## src/verilog/uart_defines.svh

```systemverilog
// Register indices, field positions, reset values and timing constants.
`ifndef UART_DEFINES_SVH
`define UART_DEFINES_SVH
`define ADDR_STATUS     3'h0
`define ADDR_CTRL_A     3'h1
`define ADDR_CTRL_B     3'h2
`define ADDR_DATA       3'h3
`define ADDR_BAUD       3'h4
`define CA_MODULE_EN    7
`define CA_NINE_BIT     6
`define CA_PARITY_EN    5
`define CA_PARITY_ODD   4
`define CA_TWO_STOP     3
`define CA_SEND_BREAK   2
`define CA_RX_NINTH     1
`define CA_TX_NINTH     0
`define CB_TX_ON        7
`define CB_RX_ON        6
`define CB_HIGH_SPEED   5
`define CB_ADDR_DETECT  4
`define CB_WAKE_EN      3
`define CB_RX_IRQ_EN    2
`define CB_IDLE_IRQ_EN  1
`define CB_EMPTY_IRQ_EN 0
`define CTRL_RESET      8'h00
`define BAUD_RESET      8'h00
`define SLOW_EXTRA      2'h3
`define SUB_LAST        4'hF
`define SAMPLE_A        4'h7
`define SAMPLE_B        4'h8
`define SAMPLE_C        4'h9
`define BITS_SHORT      4'h8
`define BITS_LONG       4'h9
`define FRAME_MAX       4'hD
`endif

```

## src/verilog/uart_pkg.sv

```systemverilog
// Types shared by the serial transceiver and its testbench.
package uart_pkg;
   typedef struct packed {
      logic       wr;
      logic       rd;
      logic [2:0] addr;
      logic [7:0] wdata;
   } reg_req_t;
   typedef struct packed {
      logic       ninth;
      logic [7:0] data;
   } rx_word_t;
   typedef enum logic {TX_IDLE, TX_SHIFT} tx_state_t;
   typedef enum logic [1:0] {RX_IDLE, RX_START, RX_BITS} rx_state_t;
endpackage

```

## src/verilog/async_serial_transceiver.sv

```systemverilog
// Full-duplex asynchronous serial transceiver with its receive queue.
`include "uart_defines.svh"

module rx_fifo #(
   parameter int WIDTH = 9,
   parameter int DEPTH = 2
) (
   input  wire logic             clk_in,
   input  wire logic             rst_in,
   input  wire logic             flush_in,
   input  wire logic             in_valid_in,
   input  wire logic [WIDTH-1:0] in_data_in,
   output logic                  in_ready_out,
   output logic                  out_valid_out,
   output logic      [WIDTH-1:0] out_data_out,
   input  wire logic             out_ready_in
);
   localparam int AW = (DEPTH > 1) ? $clog2(DEPTH) : 1;
   logic [WIDTH-1:0] mem_reg [DEPTH];
   logic [AW-1:0]    wr_ptr_reg;
   logic [AW-1:0]    rd_ptr_reg;
   logic [AW:0]      count_reg;
   logic             push;
   logic             pop;

   if (DEPTH < 1 || WIDTH < 1) begin : g_bad_size
      $error("rx_fifo needs positive width and depth");
   end

   function automatic logic [AW-1:0] bump(input logic [AW-1:0] p);
      bump = (p == AW'(DEPTH - 1)) ? '0 : p + 1'b1;
   endfunction

   assign in_ready_out  = (count_reg != (AW+1)'(DEPTH));
   assign out_valid_out = (count_reg != '0);
   assign out_data_out  = mem_reg[rd_ptr_reg];
   assign push = in_valid_in && in_ready_out;
   assign pop  = out_ready_in && out_valid_out;

   always_ff @(posedge clk_in) begin
      if (push)
         mem_reg[wr_ptr_reg] <= in_data_in;
   end

   always_ff @(posedge clk_in) begin
      if (rst_in || flush_in) begin
         wr_ptr_reg <= '0;
         rd_ptr_reg <= '0;
         count_reg  <= '0;
      end else begin
         if (push)
            wr_ptr_reg <= bump(wr_ptr_reg);
         if (pop)
            rd_ptr_reg <= bump(rd_ptr_reg);
         if (push && !pop)
            count_reg <= count_reg + 1'b1;
         else if (pop && !push)
            count_reg <= count_reg - 1'b1;
      end
   end
endmodule

module async_serial_transceiver
   import uart_pkg::*;
#(
   parameter int RX_DEPTH = 2
) (
   input  wire logic     clk_in,
   input  wire reg_req_t reg_req_in,
   input  wire logic     rst_in,
   output logic [7:0]    reg_rdata_out,
   input  wire logic     rx_pin_in,
   input  wire logic     lcd_active_in,
   output logic          tx_pin_out,
   output logic          tx_pin_oe_out,
   output logic          rx_pin_owned_out,
   output logic          rx_pullup_off_out,
   output logic          irq_tx_empty_out,
   output logic          irq_tx_idle_out,
   output logic          irq_receive_out,
   output logic          irq_overrun_out,
   output logic          irq_address_out,
   output logic          irq_wake_out
);
   if (RX_DEPTH < 1) begin : g_bad_depth
      $error("receive queue depth must be at least one");
   end

   logic [7:0]  ctrl_a_reg;
   logic [7:0]  ctrl_b_reg;
   logic [7:0]  baud_reg;
   logic [7:0]  tx_data_reg;
   logic        transmit_register_empty_reg;
   logic        transmitter_idle_flag_reg;
   logic        parity_error_flag_reg;
   logic        nf_reg;
   logic        framing_error_flag_reg;
   logic        overrun_flag_reg;
   logic        status_seen_reg;
   logic [9:0]  baud_cnt_reg;
   logic        tick_reg;
   logic [2:0]  rx_sync_reg;
   logic        rx_filt_reg;
   tx_state_t   tx_state_reg;
   logic [12:0] tx_shift_reg;
   logic [3:0]  tx_left_reg;
   logic [3:0]  tx_sub_reg;
   rx_state_t   rx_state_reg;
   logic [3:0]  rx_sub_reg;
   logic [3:0]  rx_idx_reg;
   logic [2:0]  rx_samp_reg;
   logic [8:0]  rx_shift_reg;
   logic        rx_par_reg;
   logic        rx_noise_reg;
   logic        rx_done_reg;
   logic        rx_parity_error_flag_reg;
   logic        rx_framing_error_flag_reg;

   logic     mod_en;
   logic     tx_on;
   logic     rx_on;
   logic     nine;
   logic     par_en;
   logic [3:0] data_bits;
   logic     wr_data;
   logic     rd_data;
   logic     rd_status;
   logic     err_clear;
   logic     tx_load;
   logic     fifo_in_ready;
   logic     fifo_valid;
   rx_word_t fifo_head;
   rx_word_t rx_word;
   logic     head_msb;
   logic     maj;
   logic     pins_free;

   assign mod_en    = ctrl_a_reg[`CA_MODULE_EN];
   assign tx_on     = mod_en && ctrl_b_reg[`CB_TX_ON];
   assign rx_on     = mod_en && ctrl_b_reg[`CB_RX_ON];
   assign nine      = ctrl_a_reg[`CA_NINE_BIT];
   assign par_en    = ctrl_a_reg[`CA_PARITY_EN];
   assign data_bits = nine ? `BITS_LONG : `BITS_SHORT;
   assign pins_free = !lcd_active_in;
   assign wr_data   = reg_req_in.wr && reg_req_in.addr == `ADDR_DATA;
   assign rd_data   = reg_req_in.rd && reg_req_in.addr == `ADDR_DATA;
   assign rd_status = reg_req_in.rd && reg_req_in.addr == `ADDR_STATUS;
   assign err_clear = status_seen_reg && (wr_data || rd_data);
   assign head_msb  = nine ? fifo_head.ninth : fifo_head.data[7];
   assign maj = (rx_samp_reg[0] & rx_samp_reg[1]) |
                (rx_samp_reg[1] & rx_samp_reg[2]) |
                (rx_samp_reg[0] & rx_samp_reg[2]);

   // Builds a frame right-aligned for LSB-first shifting; unused high
   // positions are ones so that stop bits need no separate handling.
   function automatic logic [12:0] build_frame(
      input logic [7:0] d, input logic d9, input logic brk);
      logic [12:0] f;
      logic [3:0]  pos;
      logic        p;
      f   = '1;
      pos = `BITS_SHORT + 4'h1;
      p   = ^d ^ (nine & d9) ^ ctrl_a_reg[`CA_PARITY_ODD];
      f[0]   = 1'b0;
      f[8:1] = d;
      if (nine) begin
         f[pos] = d9;
         pos    = pos + 4'h1;
      end
      if (par_en)
         f[pos] = p;
      if (brk)
         f = '0;
      build_frame = f;
   endfunction

   function automatic logic [3:0] frame_len();
      frame_len = data_bits + 4'h2 + {3'h0, par_en} +
                  {3'h0, ctrl_a_reg[`CA_TWO_STOP]};
   endfunction

   // Register writes; the ninth receive bit is stored with the rest but never used or read back.
   always_ff @(posedge clk_in) begin
      if (rst_in) begin
         ctrl_a_reg <= `CTRL_RESET;
         ctrl_b_reg <= `CTRL_RESET;
         baud_reg   <= `BAUD_RESET;
      end else begin
         if (reg_req_in.wr && reg_req_in.addr == `ADDR_CTRL_A)
            ctrl_a_reg <= reg_req_in.wdata;
         if (reg_req_in.wr && reg_req_in.addr == `ADDR_CTRL_B)
            ctrl_b_reg <= reg_req_in.wdata;
         if (reg_req_in.wr && reg_req_in.addr == `ADDR_BAUD)
            baud_reg <= reg_req_in.wdata;
         if (!mod_en) begin
            ctrl_a_reg[`CA_SEND_BREAK] <= 1'b0;
            ctrl_b_reg[`CB_TX_ON]      <= 1'b0;
            ctrl_b_reg[`CB_RX_ON]      <= 1'b0;
         end
      end
   end

   always_ff @(posedge clk_in) begin
      if (rst_in)
         tx_data_reg <= '0;
      else if (wr_data)
         tx_data_reg <= reg_req_in.wdata;
   end

   // Readback: shift registers never appear here. An empty queue reads
   // as zero, since its storage is never reset and would leak unknowns.
   always_ff @(posedge clk_in) begin
      if (rst_in)
         reg_rdata_out <= '0;
      else if (reg_req_in.rd) begin
         unique case (reg_req_in.addr)
            `ADDR_STATUS: reg_rdata_out <= {parity_error_flag_reg, nf_reg, framing_error_flag_reg,
               overrun_flag_reg, rx_state_reg == RX_IDLE, fifo_valid,
               transmitter_idle_flag_reg, transmit_register_empty_reg};
            `ADDR_CTRL_A: reg_rdata_out <= {ctrl_a_reg[7:2],
               fifo_valid && fifo_head.ninth, 1'b0};
            `ADDR_CTRL_B: reg_rdata_out <= ctrl_b_reg;
            `ADDR_DATA:   reg_rdata_out <= fifo_valid ? fifo_head.data
                                           : 8'h00;
            `ADDR_BAUD:   reg_rdata_out <= baud_reg;
            default:      reg_rdata_out <= '0;
         endcase
      end
   end

   // Baud generator: one tick per sixteenth of a bit. Slow mode
   // stretches each tick by four so the 8-bit divisor reaches low rates.
   always_ff @(posedge clk_in) begin
      if (rst_in || !mod_en) begin
         baud_cnt_reg <= '0;
         tick_reg     <= 1'b0;
      end else if (baud_cnt_reg == '0) begin
         baud_cnt_reg <= ctrl_b_reg[`CB_HIGH_SPEED] ? {2'h0, baud_reg}
                         : {baud_reg, `SLOW_EXTRA};
         tick_reg     <= 1'b1;
      end else begin
         baud_cnt_reg <= baud_cnt_reg - 1'b1;
         tick_reg     <= 1'b0;
      end
   end

   assign tx_load = tx_state_reg == TX_IDLE && tx_on && pins_free &&
                    (!transmit_register_empty_reg || ctrl_a_reg[`CA_SEND_BREAK]);

   // Transmitter.
   always_ff @(posedge clk_in) begin
      if (rst_in || !tx_on) begin
         tx_state_reg <= TX_IDLE;
         tx_shift_reg <= '1;
         tx_left_reg  <= '0;
         tx_sub_reg   <= '0;
      end else begin
         unique case (tx_state_reg)
            TX_IDLE: if (tx_load) begin
               tx_shift_reg <= build_frame(tx_data_reg,
                  ctrl_a_reg[`CA_TX_NINTH], !transmit_register_empty_reg ? 1'b0
                  : ctrl_a_reg[`CA_SEND_BREAK]);
               tx_left_reg  <= frame_len();
               tx_sub_reg   <= '0;
               tx_state_reg <= TX_SHIFT;
            end
            TX_SHIFT: if (tick_reg) begin
               tx_sub_reg <= tx_sub_reg + 1'b1;
               if (tx_sub_reg == `SUB_LAST) begin
                  tx_shift_reg <= {1'b1, tx_shift_reg[12:1]};
                  tx_left_reg  <= tx_left_reg - 1'b1;
                  if (tx_left_reg == 4'h1)
                     tx_state_reg <= TX_IDLE;
               end
            end
         endcase
      end
   end

   always_ff @(posedge clk_in) begin
      if (rst_in || !tx_on)
         tx_pin_out <= 1'b1;
      else if (tx_load && !transmit_register_empty_reg)
         tx_pin_out <= 1'b0;
      else if (tx_load)
         tx_pin_out <= 1'b0;
      else if (tx_state_reg == TX_SHIFT && tick_reg &&
               tx_sub_reg == `SUB_LAST)
         tx_pin_out <= (tx_left_reg == 4'h1) ? 1'b1
                       : tx_shift_reg[1];
   end

   // Holding register empty and idle flags. A load sets empty even in
   // the cycle of a data write, so software must wait for the empty
   // flag before it writes the next byte.
   always_ff @(posedge clk_in) begin
      if (rst_in || !mod_en)
         transmit_register_empty_reg <= 1'b1;
      else if (tx_load && !transmit_register_empty_reg)
         transmit_register_empty_reg <= 1'b1;
      else if (wr_data)
         transmit_register_empty_reg <= 1'b0;
   end

   always_ff @(posedge clk_in) begin
      if (rst_in || !mod_en)
         transmitter_idle_flag_reg <= 1'b1;
      else
         transmitter_idle_flag_reg <= transmit_register_empty_reg && tx_state_reg == TX_IDLE &&
                      !tx_load && !wr_data;
   end

   // Receive pin: three stages, a change counts once the last two agree.
   always_ff @(posedge clk_in) begin
      if (rst_in) begin
         rx_sync_reg <= '1;
         rx_filt_reg <= 1'b1;
      end else begin
         rx_sync_reg <= {rx_sync_reg[1:0], rx_pin_in};
         if (rx_sync_reg[2] == rx_sync_reg[1])
            rx_filt_reg <= rx_sync_reg[2] || !rx_on || !pins_free;
      end
   end

   // Receiver: sixteen ticks per bit, samples 7..9 voted.
   always_ff @(posedge clk_in) begin
      if (rst_in || !rx_on) begin
         rx_state_reg <= RX_IDLE;
         rx_sub_reg   <= '0;
         rx_idx_reg   <= '0;
         rx_samp_reg  <= '0;
         rx_shift_reg <= '0;
         rx_par_reg   <= 1'b0;
         rx_noise_reg <= 1'b0;
         rx_done_reg  <= 1'b0;
         rx_parity_error_flag_reg  <= 1'b0;
         rx_framing_error_flag_reg  <= 1'b0;
      end else begin
         rx_done_reg <= 1'b0;
         if (tick_reg) begin
            rx_sub_reg <= rx_sub_reg + 1'b1;
            if (rx_sub_reg == `SAMPLE_A || rx_sub_reg == `SAMPLE_B ||
                rx_sub_reg == `SAMPLE_C)
               rx_samp_reg <= {rx_samp_reg[1:0], rx_filt_reg};
         end
         unique case (rx_state_reg)
            RX_IDLE: if (tick_reg && !rx_filt_reg) begin
               rx_state_reg <= RX_START;
               rx_sub_reg   <= '0;
               rx_idx_reg   <= '0;
               rx_noise_reg <= 1'b0;
               rx_par_reg   <= ctrl_a_reg[`CA_PARITY_ODD];
            end
            RX_START: if (tick_reg && rx_sub_reg == `SUB_LAST) begin
               rx_noise_reg <= !(&rx_samp_reg) && |rx_samp_reg;
               rx_state_reg <= maj ? RX_IDLE : RX_BITS;
            end
            RX_BITS: if (tick_reg && rx_sub_reg == `SUB_LAST) begin
               rx_idx_reg <= rx_idx_reg + 1'b1;
               if (!(&rx_samp_reg) && |rx_samp_reg)
                  rx_noise_reg <= 1'b1;
               if (rx_idx_reg < data_bits) begin
                  rx_shift_reg <= nine ? {maj, rx_shift_reg[8:1]}
                     : {1'b0, maj, rx_shift_reg[7:1]};
                  rx_par_reg   <= rx_par_reg ^ maj;
               end else if (par_en && rx_idx_reg == data_bits) begin
                  rx_parity_error_flag_reg <= rx_par_reg ^ maj;
               end else begin
                  rx_framing_error_flag_reg  <= !maj;
                  rx_done_reg  <= 1'b1;
                  rx_state_reg <= RX_IDLE;
               end
            end
            default: rx_state_reg <= RX_IDLE;
         endcase
      end
   end

   assign rx_word = '{ninth: nine & rx_shift_reg[8],
                      data: rx_shift_reg[7:0]};

   rx_fifo #(
      .WIDTH ($bits(rx_word_t)),
      .DEPTH (RX_DEPTH)
   ) u_rx_fifo (
      .clk_in        (clk_in),
      .rst_in        (rst_in),
      .flush_in      (!mod_en),
      .in_valid_in   (rx_done_reg && !overrun_flag_reg),
      .in_data_in    (rx_word),
      .in_ready_out  (fifo_in_ready),
      .out_valid_out (fifo_valid),
      .out_data_out  (fifo_head),
      .out_ready_in  (rd_data)
   );

   // Error flags: a new event in the clearing cycle still sets.
   always_ff @(posedge clk_in) begin
      if (rst_in || !mod_en) begin
         parity_error_flag_reg <= 1'b0;
         nf_reg   <= 1'b0;
         framing_error_flag_reg <= 1'b0;
         overrun_flag_reg <= 1'b0;
      end else begin
         if (err_clear) begin
            parity_error_flag_reg <= 1'b0;
            nf_reg   <= 1'b0;
            framing_error_flag_reg <= 1'b0;
            overrun_flag_reg <= 1'b0;
         end
         if (rx_done_reg && (!fifo_in_ready || overrun_flag_reg))
            overrun_flag_reg <= 1'b1;
         else if (rx_done_reg) begin
            parity_error_flag_reg <= par_en && rx_parity_error_flag_reg;
            nf_reg   <= rx_noise_reg;
            framing_error_flag_reg <= rx_framing_error_flag_reg;
         end
      end
   end

   always_ff @(posedge clk_in) begin
      if (rst_in || !mod_en)
         status_seen_reg <= 1'b0;
      else if (rd_status)
         status_seen_reg <= 1'b1;
      else if (wr_data || rd_data)
         status_seen_reg <= 1'b0;
   end

   // Pin ownership; the LCD driver wins whenever it is on.
   always_ff @(posedge clk_in) begin
      if (rst_in) begin
         tx_pin_oe_out     <= 1'b0;
         rx_pin_owned_out  <= 1'b0;
         rx_pullup_off_out <= 1'b0;
      end else begin
         tx_pin_oe_out     <= tx_on && pins_free;
         rx_pin_owned_out  <= rx_on && pins_free;
         rx_pullup_off_out <= rx_on && pins_free;
      end
   end

   // Interrupt sources, one level per event.
   always_ff @(posedge clk_in) begin
      if (rst_in) begin
         irq_tx_empty_out <= 1'b0;
         irq_tx_idle_out  <= 1'b0;
         irq_receive_out  <= 1'b0;
         irq_overrun_out  <= 1'b0;
         irq_address_out  <= 1'b0;
         irq_wake_out     <= 1'b0;
      end else begin
         irq_tx_empty_out <= ctrl_b_reg[`CB_EMPTY_IRQ_EN] && transmit_register_empty_reg;
         irq_tx_idle_out  <= ctrl_b_reg[`CB_IDLE_IRQ_EN] && transmitter_idle_flag_reg;
         irq_receive_out  <= ctrl_b_reg[`CB_RX_IRQ_EN] && fifo_valid &&
            (!ctrl_b_reg[`CB_ADDR_DETECT] || head_msb);
         irq_overrun_out  <= ctrl_b_reg[`CB_RX_IRQ_EN] && overrun_flag_reg;
         irq_address_out  <= ctrl_b_reg[`CB_RX_IRQ_EN] && fifo_valid &&
            ctrl_b_reg[`CB_ADDR_DETECT] && head_msb;
         irq_wake_out     <= ctrl_b_reg[`CB_WAKE_EN] && pins_free &&
            !rx_sync_reg[2] && !rx_sync_reg[1];
      end
   end

   a_tx_idle_high: assert property (@(posedge clk_in)
      disable iff (rst_in)
      tx_state_reg == TX_IDLE && !$past(tx_load) |-> tx_pin_out)
      else $error("transmit line low while idle");
   a_start_bit_low: assert property (@(posedge clk_in)
      disable iff (rst_in)
      tx_load |=> !tx_pin_out && tx_state_reg == TX_SHIFT)
      else $error("frame did not open with a low start bit");
   a_load_sets_empty: assert property (@(posedge clk_in)
      disable iff (rst_in)
      tx_load && !transmit_register_empty_reg && mod_en |=> transmit_register_empty_reg)
      else $error("holding register not empty after load");
   a_disable_resets: assert property (@(posedge clk_in)
      disable iff (rst_in)
      !mod_en |=> transmit_register_empty_reg && transmitter_idle_flag_reg && !overrun_flag_reg && !fifo_valid)
      else $error("disable left datapath state behind");
   a_overrun_sets: assert property (@(posedge clk_in)
      disable iff (rst_in)
      rx_done_reg && !fifo_in_ready && mod_en |=> overrun_flag_reg)
      else $error("full queue did not raise overrun");
   a_tx_pin_release: assert property (@(posedge clk_in)
      disable iff (rst_in)
      !ctrl_b_reg[`CB_TX_ON] |=> !tx_pin_oe_out)
      else $error("transmit pin held while transmitter off");
   a_lcd_priority: assert property (@(posedge clk_in)
      disable iff (rst_in)
      lcd_active_in |=> !tx_pin_oe_out && !rx_pin_owned_out)
      else $error("pins taken while LCD driver active");
   a_error_clear: assert property (@(posedge clk_in)
      disable iff (rst_in)
      err_clear && !rx_done_reg |=> !parity_error_flag_reg && !framing_error_flag_reg && !nf_reg)
      else $error("error flags survived the clearing sequence");
endmodule

```

## config.mk

```make
export PLATFORM = sky130hd
export DESIGN_NAME = async_serial_transceiver
export DESIGN_NICKNAME = d
export VERILOG_FILES = /design/src/verilog/uart_pkg.sv /design/src/verilog/async_serial_transceiver.sv
export VERILOG_INCLUDE_DIRS = /design/src /design/src/verilog
export SDC_FILE = /design/constraint.sdc
export NUM_CORES = 1
export LEC_CHECK = 0
export ABC_AREA = 1
export BUFFER_PORTS_ARGS = -buffer_cell sky130_fd_sc_hd__buf_2
export CAP_MARGIN = 20
export CORE_MARGIN = 5
export CORE_UTILIZATION = 40
export DETAILED_ROUTE_END_ITERATION = 16
export GPL_ROUTABILITY_DRIVEN = 0
export SKIP_CTS_REPAIR_TIMING = 1
export SYNTH_ARGS = -nofsm -noshare
export SYNTH_HDL_FRONTEND = slang
export SYNTH_HIERARCHICAL = 1
export SYNTH_SLANG_ARGS = --single-unit
export TNS_END_PERCENT = 1
```

## constraint.sdc

```tcl
create_clock -name clk_in -period 3.5 [get_ports clk_in]
set_input_delay 0.875 -clock clk_in [delete_from_list [all_inputs] [get_ports clk_in]]
set_output_delay 0.875 -clock clk_in [all_outputs]
set_load 0.02 [all_outputs]
```

==> reports/metrics.cfg, run 1 <==
[global_routing]
grt_pass1_wl_microns=25100
grt.total_usage_pct=17.1
grt_max_degree=31
antenna_found_initial=0
globalRoute.totalOverflow=0
grt_pass1_vias=5073

[timing]
min_period_ns=2.08
timing.hold.ws_ns=0.418
maxSlewHeadroom_pct=47.3
tns_ns=0
fin_skew_ns=0.00764
rsz0062_at_grt=false
setup_violations=0
worst_slew_pin_slew_ns=0.790
min_period_over_period_pct=59.6
fmax_mhz=480
slew_violations=0
hold_violations=0

[critical_path]
worst_ep_required_time_ns=3.80
start_kind=input pin
reg2reg_depth=9
rrSetupSlack_ns=1.43
cp.arrival_ns=2.39
crit_chain=buf_2 -> nor2_4 -> inv_2 -> nor2_1 -> buf_4 -> inv_1 -> a211o_1
critPathKind=input pin to flop
crit_slowest_cell=a211o_1
worstPathMaxFanout=19
crit_buf_inv=4
r2r-end=rx_shift_reg[4]
r2r-start=rx_state_reg[0]
max_stage_delay_ns=0.30
worst_setup_path_end_kind=flop
path_delay_family=buffers and inverters

[cts]
clock_latency_ns=0.42
clk_pin_slew_ns=0.06
clock-sinks=141
htreeDepth=4
clockBufferDepth=2
numCtsBuffers=17
tritoncts=built
clock-root-buffer=clkbuf_16

[hold_path]
holdCritPathClass=flop to flop
holdPathEnd=rx_sync_reg[1]
hold_depth=1
worstHoldStart=rx_sync_reg[0]

[placed_design]
dp.cells=1029
io_buffers=34
dpl.hpwl_microns=10800

[routing]
route.detailed.drc=0
ant_nets=0
first_pass_iters=5
first_iter_violations=410
viasPerCell=5.04
routedWlPerCell_microns=14.1
dr_total_vias=5350
wl_microns=15000

[synthesis]
synth-seq-cells=141
synth_area_sq_um=6400
synth_cells=802
ys_seq_area_share_pct=46.9
synth_flop_cell=dfxtp_1
synthDistinctLibCells=53
yosysWarnings=6
synth-edff-count=18
syn_nets=834
syn_area_per_cell_sq_um=7.98
ys_async_sr_fraction_pct=0

[run_status]
status=finished, final reports clean

[cells_and_area]
n_antenna_cell=0
regArea_sq_um=3000
nFillCells=1608
stdcell_count=1061
final_common_cell=nand2_1
area_growth_pct=14.8
multi_input_area_sq_um=2850
drive_gt1_share_pct=14.0
final_cell_mix=nand2_1 (129), dfxtp_1 (123), inv_1 (94)
fin_nets=864
largest_register_ffs=18
final_core_util_pct=46.6

[die]
core_area_sq_um=15800
io_pins=35
die_w_microns=136
fp.dieH_microns=136
initial_core_util_pct=40.6
fp-row-count=46
dieArea_sq_um=18600

[pwr]
vdd_ir_drop_max_mv=0.326
power.density_nw_per_um2=502
p_leak_nw=2.86

[flow_run]
maxCapViolCount=0

[synth_stat cells (all sizes together) (5+ instances only)]
| cell type | number | share of area, % |
|---|---|---|
| nor3 | 14 | 1.3 |
| buf | 14 | 1.3 |
| inv | 108 | 6.3 |
| a21oi | 86 | 7.0 |
| clkinv | 5 | 0.33 |
| o211ai | 9 | 1.1 |
| xnor2 | 5 | 0.68 |
| o22ai | 13 | 1.3 |
| mux2 | 9 | 1.6 |
| or2 | 5 | 0.49 |
| dfxtp | 123 | 38 |
| edfxtp | 18 | 8.4 |
| o21ai | 83 | 6.5 |
| nand3 | 38 | 3.3 |
| a211oi | 6 | 0.70 |
| nor2 | 66 | 4.4 |
| xor2 | 7 | 0.96 |
| nand2 | 134 | 8.1 |
| ha | 14 | 2.7 |
| clkbuf | 11 | 0.65 |
| nand4 | 7 | 0.68 |
[power by group]
part / total (mW) / switching [mW] / internal, mW
Clock: 1.88 / 0.673 / 1.21
Sequential: 1.66 / 0.0134 / 1.65
Combinational: 0.146 / 0.0993 / 0.0468
Total: 3.69 / 0.786 / 2.90
[per-stage QoR]
stage	instance area, sq um	setup WS, ns	power [mW]
floorplan	6400	1.27	1.80
global route	7350	1.23	3.81
CTS	7350	1.43	3.72
global placement	6730	1.05	1.84
detailed placement	6730	0.999	1.84
finish	7350	1.42	3.69
[cell type report]
cell class	count	area share (%)
clock inverter	12	2.32
tap	216	3.68
clock buffer	20	6.08
sequential	141	40.9
multi-input combinational	523	38.7
timing repair buffer	36	2.52
inverter	113	5.81
[logic make-up after synthesis]
group                    share of synthesized area [%]
AND/OR/NAND/NOR                                   19.3
AO/OA/AOI/OAI                                     18.7
flip-flops                                        46.9
buffers and inverters                             8.60
adder cells (fa/ha/maj)                           3.05
XOR/XNOR                                          1.64
multiplexers                                      1.74
[layer usage]
metal	vias to the layer above	global-route usage [%]	routed length, microns
li1	2758	-	-
met1	2476	22.8	6900
met2	101	27.1	7070
met3	15	4.41	788
met4	0	5.49	199
met5	-	0	0
[how the worst max path moves through the flow]
stage	from	end	slack, ns	cells past startpoint
final	rst_in	tx_shift_reg[12]	1.42	7
after global routing	rx_state_reg[0]	rx_shift_reg[4]	1.23	9
after CTS	rx_state_reg[0]	rx_shift_reg[4]	1.43	9
after detailed placement	rst_in	tx_shift_reg[12]	1.0	7
after global placement	rst_in	tx_shift_reg[12]	1.05	7
after floorplan	reg_req_in[11]	u_rx_fifo/count_reg[1]	1.27	10
Power figures use the tool's default switching activity.
==> inputs of run 2 (changes only) <==
==> constraint.sdc (replaced) <==
create_clock -name clk_in -period 1.7 [get_ports clk_in]
set_input_delay 0.425 -clock clk_in [delete_from_list [all_inputs] [get_ports clk_in]]
set_output_delay 0.425 -clock clk_in [all_outputs]
set_load 0.02 [all_outputs]
==> reports/metrics.cfg, run 2 (same netlist as run 1, synthesis figures left out) <==
[pwr]
power.density_nw_per_um2=979  ; +95%
power_mw=7.54  ; +100%
p_leak_nw=3.06  ; +7.0%
vdd_ir_drop_max_mv=0.717  ; +120%

[die]
fp-row-count=46  ; unchanged
core_area_sq_um=15800  ; unchanged
fp.dieH_microns=136  ; unchanged
io_pins=35  ; unchanged
initial_core_util_pct=40.6  ; unchanged
dieArea_sq_um=18600  ; unchanged
die_w_microns=136  ; unchanged

[critical_path]
cp.arrival_ns=1.91  ; -0.48 ns
worst_ep_required_time_ns=2.00  ; -1.80 ns
crit_slowest_cell=dfxtp_1
worstPathMaxFanout=6  ; -13
start_kind=flop
crit_chain=inv_2 -> ha_4 -> nand3_2 -> nor3_4 -> nand3_4 -> buf_6 -> a22oi_1 -> a21oi_1
max_stage_delay_ns=0.33  ; +0.03 ns
worst_setup_path_end_kind=flop
critPathKind=flop to flop

[cells_and_area]
final_common_cell=nand2_1
nFillCells=1627  ; +1.2%
finalInstanceArea_sq_um=7700  ; +4.7%
area_growth_pct=20.3
largest_register_ffs=18  ; unchanged
final_cell_mix=nand2_1 (128), dfxtp_1 (121), inv_1 (92)
fin_nets=903  ; +4.5%
stdcell_count=1100  ; +3.7%
drive_gt1_share_pct=19.0  ; +5.0 points
n_antenna_cell=0  ; unchanged

[timing]
worst_slew_pin_slew_ns=0.440  ; -0.350 ns
min_period_over_period_pct=94.8
tns_ns=0  ; unchanged
hold_violations=0  ; unchanged
slew_violations=0  ; unchanged
maxSlewHeadroom_pct=70.6  ; +23 points
rsz0062_at_grt=true
fin_skew_ns=0.00879  ; +0.00116 ns
fmax_mhz=620
setup_violations=0  ; unchanged
min_period_ns=1.61
setup_ws_ns=0.0879  ; -1.33 ns

[run_status]
status=finished, final reports clean

[cts]
clockBufferDepth=2  ; unchanged
clk_pin_slew_ns=0.06  ; about the same
clock-root-buffer=clkbuf_16
clock-sinks=141  ; unchanged
numCtsBuffers=17  ; unchanged
tritoncts=built
clock_latency_ns=0.42  ; about the same
htreeDepth=4  ; unchanged

[routing]
dr_total_vias=5468  ; +2.2%
wl_microns=15500  ; +3.3%
viasPerCell=4.97  ; -1.4%
ant_nets=0  ; unchanged
first_iter_violations=282  ; -31%
routedWlPerCell_microns=14.1  ; -0.32%
first_pass_iters=5  ; unchanged
route.detailed.drc=0  ; unchanged

[flow_run]
maxCapViolCount=0  ; unchanged

[placed_design]
dpl.hpwl_microns=11500  ; +6.4%
place_area_sq_um=7030  ; +4.4%
dp.cells=1065  ; +3.5%
io_buffers=34  ; unchanged
dp_slack_ns=0.00311  ; -0.996 ns

[global_routing]
grtUsageMet1_pct=22.5  ; -0.27 points
grtUsageMet2_pct=28.4  ; +1.2 points
grt.total_usage_pct=17.4  ; +0.30 points
grt_pass1_wl_microns=25200  ; +0.66%
antenna_found_initial=0  ; unchanged
met3_usage_pct=3.90  ; -0.51 points
grt_pass1_vias=5164  ; +1.8%
grt_max_degree=30  ; -3.2%
top_usage_layer=met2
globalRoute.totalOverflow=0  ; unchanged

[hold_path]
holdCritPathClass=input pin to flop

## run 2: cell types whose count changed in the layout (fill, tap and decap cells not counted), sizes merged
cell / change
clkinv: +1
bufinv: -1
buf: +39
clkinvlp: +1
clkbuf: -1
## run 2: stage by stage
step,utilization [%],hold slack (ns)
global route,48.8,0.181
floorplan,-,0.389
finish,48.8,0.193
CTS,48.4,0.177
global placement,44.6,0.420
detailed placement,44.6,0.415
## run 2: layer usage
metal  vias to the layer above  wire length (microns)
met1                      2527                   7220
met4                         0                    251
met3                        21                    559
met2                        93                   7420
li1                       2827                      -
met5                         -                      0
## run 2: cell type report
cell class / count / area, sq um / share of cell area [%]
Clock inverter: 13 / 146 / 1.90
Multi-Input combinational cell: 523 / 2890 / 37.5
Inverter: 113 / 428 / 5.56
Tap cell: 216 / 270 / 3.51
Sequential cell: 141 / 3010 / 39.1
Timing Repair Buffer: 75 / 507 / 6.58
Clock buffer: 19 / 453 / 5.89
## run 2: worst max-delay path, delay by kind of cell (launching register included)
family,cells,cell delay [ns]
simple gates,3,0.52
flops,1,0.33
buf+inv,2,0.25
compound gates,2,0.25
fa+ha+maj,1,0.15
## run 2: report_power, final
part	total (mW)	switching (mW)	internal [mW]
Combinational	0.347	0.217	0.130
Sequential	3.42	0.0257	3.40
Clock	3.76	1.41	2.36
## run 2: final timing paths
kind	from	endpoint	slack (ns)	depth (start not counted)
max	baud_cnt_reg[0]	baud_cnt_reg[4]	0.09	8
min	rx_pin_in	rx_sync_reg[0]	0.19	2
max reg2reg	baud_cnt_reg[0]	baud_cnt_reg[4]	0.09	8
min reg2reg	rx_sync_reg[0]	rx_sync_reg[1]	0.42	1
==> inputs of run 3 (changes only) <==
--- a/config.mk
+++ b/config.mk
@@ -6,7 +6,6 @@
 export SDC_FILE = /design/constraint.sdc
 export NUM_CORES = 1
 export LEC_CHECK = 0
-export ABC_AREA = 1
 export BUFFER_PORTS_ARGS = -buffer_cell sky130_fd_sc_hd__buf_2
 export CAP_MARGIN = 20
 export CORE_MARGIN = 5
==> reports/metrics.cfg, run 3 <==
[die]
core_area_sq_um=15800  ; unchanged
fp-row-count=46  ; unchanged
io_pins=35  ; unchanged
die_w_microns=136  ; -0.18%
fp.dieH_microns=136  ; -0.18%
initial_core_util_pct=40.4  ; -0.16 points
dieArea_sq_um=18600  ; -0.37%

[timing]
hold_violations=0  ; unchanged
rsz0062_at_grt=true
setup_violations=4  ; +4
setup_ws_ns=-0.0133  ; -0.101 ns
maxSlewHeadroom_pct=71.0  ; +0.40 points
fin_skew_ns=0.0106  ; +0.00181 ns
min_period_ns=1.71  ; +0.101 ns
timing.hold.ws_ns=0.185  ; -0.00865 ns
worst_slew_pin_slew_ns=0.435  ; -0.00499 ns
slew_violations=0  ; unchanged
fmax_mhz=584  ; -5.9%
min_period_over_period_pct=101  ; +6.0 points

[routing]
first_iter_violations=458  ; +62%
route.detailed.drc=0  ; unchanged
wl_microns=15800  ; +2.4%
viasPerCell=5.17  ; +4.0%
routedWlPerCell_microns=15.5  ; +10%
dr_total_vias=5275  ; -3.5%
first_pass_iters=5  ; unchanged
ant_nets=0  ; unchanged

[synthesis]
synth_area_sq_um=6370  ; -0.39%
yosysTopAreaCellShare_pct=38.6  ; +0.15 points
synth-edff-count=18  ; unchanged
synth_flop_cell=dfxtp_1
ys_async_sr_fraction_pct=0  ; unchanged
synth-seq-cells=141  ; unchanged
yosysWarnings=6  ; unchanged
syn_nets=736  ; -12%
synth_cells=704  ; -12%
syn_area_per_cell_sq_um=9.06  ; +13%
synthDistinctLibCells=64  ; +21%
ys_seq_area_share_pct=47.1  ; +0.18 points
synth_top_cell_by_area=dfxtp_1
synth.area.top_cells=dfxtp_1 (39%), edfxtp_1 (8.5%), nand2_1 (5.5%)
synth.most_common_cell=dfxtp_1
synth_common_cells=dfxtp_1 (123), nand2_1 (94), nor2_1 (78), a21oi_1 (64), mux2i_1 (34)

[cts]
clk_pin_slew_ns=0.07  ; about the same
tritoncts=built
numCtsBuffers=17  ; unchanged
htreeDepth=4  ; unchanged
clock-root-buffer=clkbuf_16
clockBufferDepth=2  ; unchanged
clock_latency_ns=0.43  ; about the same
clock-sinks=141  ; unchanged

[cells_and_area]
final_core_util_pct=50.5  ; +1.7 points
final_common_cell=dfxtp_1
multi_input_area_sq_um=3280  ; +14%
n_antenna_cell=0  ; unchanged
nFillCells=1504  ; -7.6%
regArea_sq_um=3010  ; +0.17%
drive_gt1_share_pct=24.3  ; +5.2 points
stdcell_count=1020  ; -7.3%
fin_nets=823  ; -8.9%
largest_register_ffs=18  ; unchanged
final_cell_mix=dfxtp_1 (117), nand2_1 (93), nor2_1 (78)
area_growth_pct=24.8
finalInstanceArea_sq_um=7960  ; +3.4%

[placed_design]
dp.cells=985  ; -7.5%
io_buffers=34  ; unchanged
dpl.hpwl_microns=11500  ; about the same
place_area_sq_um=7190  ; +2.3%

[pwr]
power_mw=7.39  ; -1.9%
power.switching_mw=1.80  ; +9.2%
p_comb_share_pct=3.7  ; -0.9 points
p_leak_nw=2.99  ; -2.5%
switching_share_pct=24.4  ; +2.5 points
vdd_ir_drop_max_mv=0.659  ; -8.1%
p_int_mw=5.59  ; -5.0%
p_seq_share_pct=46.0  ; +0.6 points
clkPwrFrac_pct=50.3  ; +0.3 points
power.density_nw_per_um2=929  ; -5.1%

[global_routing]
grt_max_degree=35  ; +17%
globalRoute.totalOverflow=0  ; unchanged
grt.total_usage_pct=17.6  ; +0.22 points
grt_pass1_vias=5111  ; -1.0%
grt_pass1_wl_microns=25800  ; +2.3%
antenna_found_initial=0  ; unchanged

[run_status]
violations=negative setup slack
status=complete, but fails checks

[flow_run]
maxCapViolCount=0  ; unchanged

[critical_path]
critPathKind=flop to flop
worstPathMaxFanout=5  ; -1
cp.arrival_ns=2.04  ; +0.13 ns
start_kind=flop
worst_ep_required_time_ns=2.02  ; +0.02 ns
worst_setup_path_end_kind=flop

[hold_path]
holdCritPathClass=input pin to flop

run 3: cell type report:
cell class,instances,share of cell area (%)
tap,216,3.40
timing repair buffer,105,9.25
multi-input combinational,507,41.2
sequential,141,37.8
clock buffer,17,5.35
inverter,19,0.896
clock inverter,15,2.06
run 3: critical path: stages, from the launching register on:
cell and delay, ns:
dfxtp_2 0.32, inv_2 0.06, ha_4 0.14, or3b_1 0.36, a211o_1 0.34, buf_4 0.19
mux2i_1 0.15, nor2_1 0.05
run 3: through the flow:
stage / setup TNS, ns / setup WS, ns
final: -0.0293 / -0.0133
after global routing: -0.923 / -0.0729
after CTS: -0.780 / -0.0746
after detailed placement: -0.620 / -0.121
after global placement: -0.0417 / -0.0417
after floorplan: -0.170 / -0.0339
run 3: path summary, 6_finish.rpt:
kind / cells past startpoint / end / slack (ns) / from
worst max-delay path: 7 / rx_shift_reg[6] / -0.01 / rx_idx_reg[0]
worst max register to register: 7 / rx_shift_reg[6] / -0.01 / rx_idx_reg[0]
worst min register to register: 1 / rx_sync_reg[1] / 0.41 / rx_sync_reg[0]
worst min-delay path: 2 / rx_sync_reg[0] / 0.18 / rx_pin_in
run 3: routing by layer:
metal	vias up	GRT usage [%]	share of wire, %
li1	2647	-	-
met5	-	0	0
met4	0	5.66	1.4
met1	2511	22.8	47
met3	19	3.96	3.6
met2	98	29.2	48
run 3: power groups by stage:
stage | clock (mW) | sequential [mW] | combinational [mW]
floorplan | 0 | 3.47 | 0.161
finish | 3.72 | 3.40 | 0.271
detailed placement | 0 | 3.48 | 0.260
global placement | 0 | 3.48 | 0.256
CTS | 3.79 | 3.40 | 0.261
global route | 3.95 | 3.40 | 0.294
run 3: kinds of logic (layout without fill, tap and decap cells):
logic type / count (synthesis) / count (layout) / synth area share [%]
DFF: 141 / 141 / 47.1
muxes: 45 / 45 / 7.28
buffers and inverters: 56 / 156 / 3.85
xor gates and xnor gates: 26 / 26 / 3.79
AOI/OAI and AO/OA: 154 / 154 / 15.3
adders and majority gates: 16 / 16 / 3.22
and+or+nand+nor: 266 / 266 / 19.5
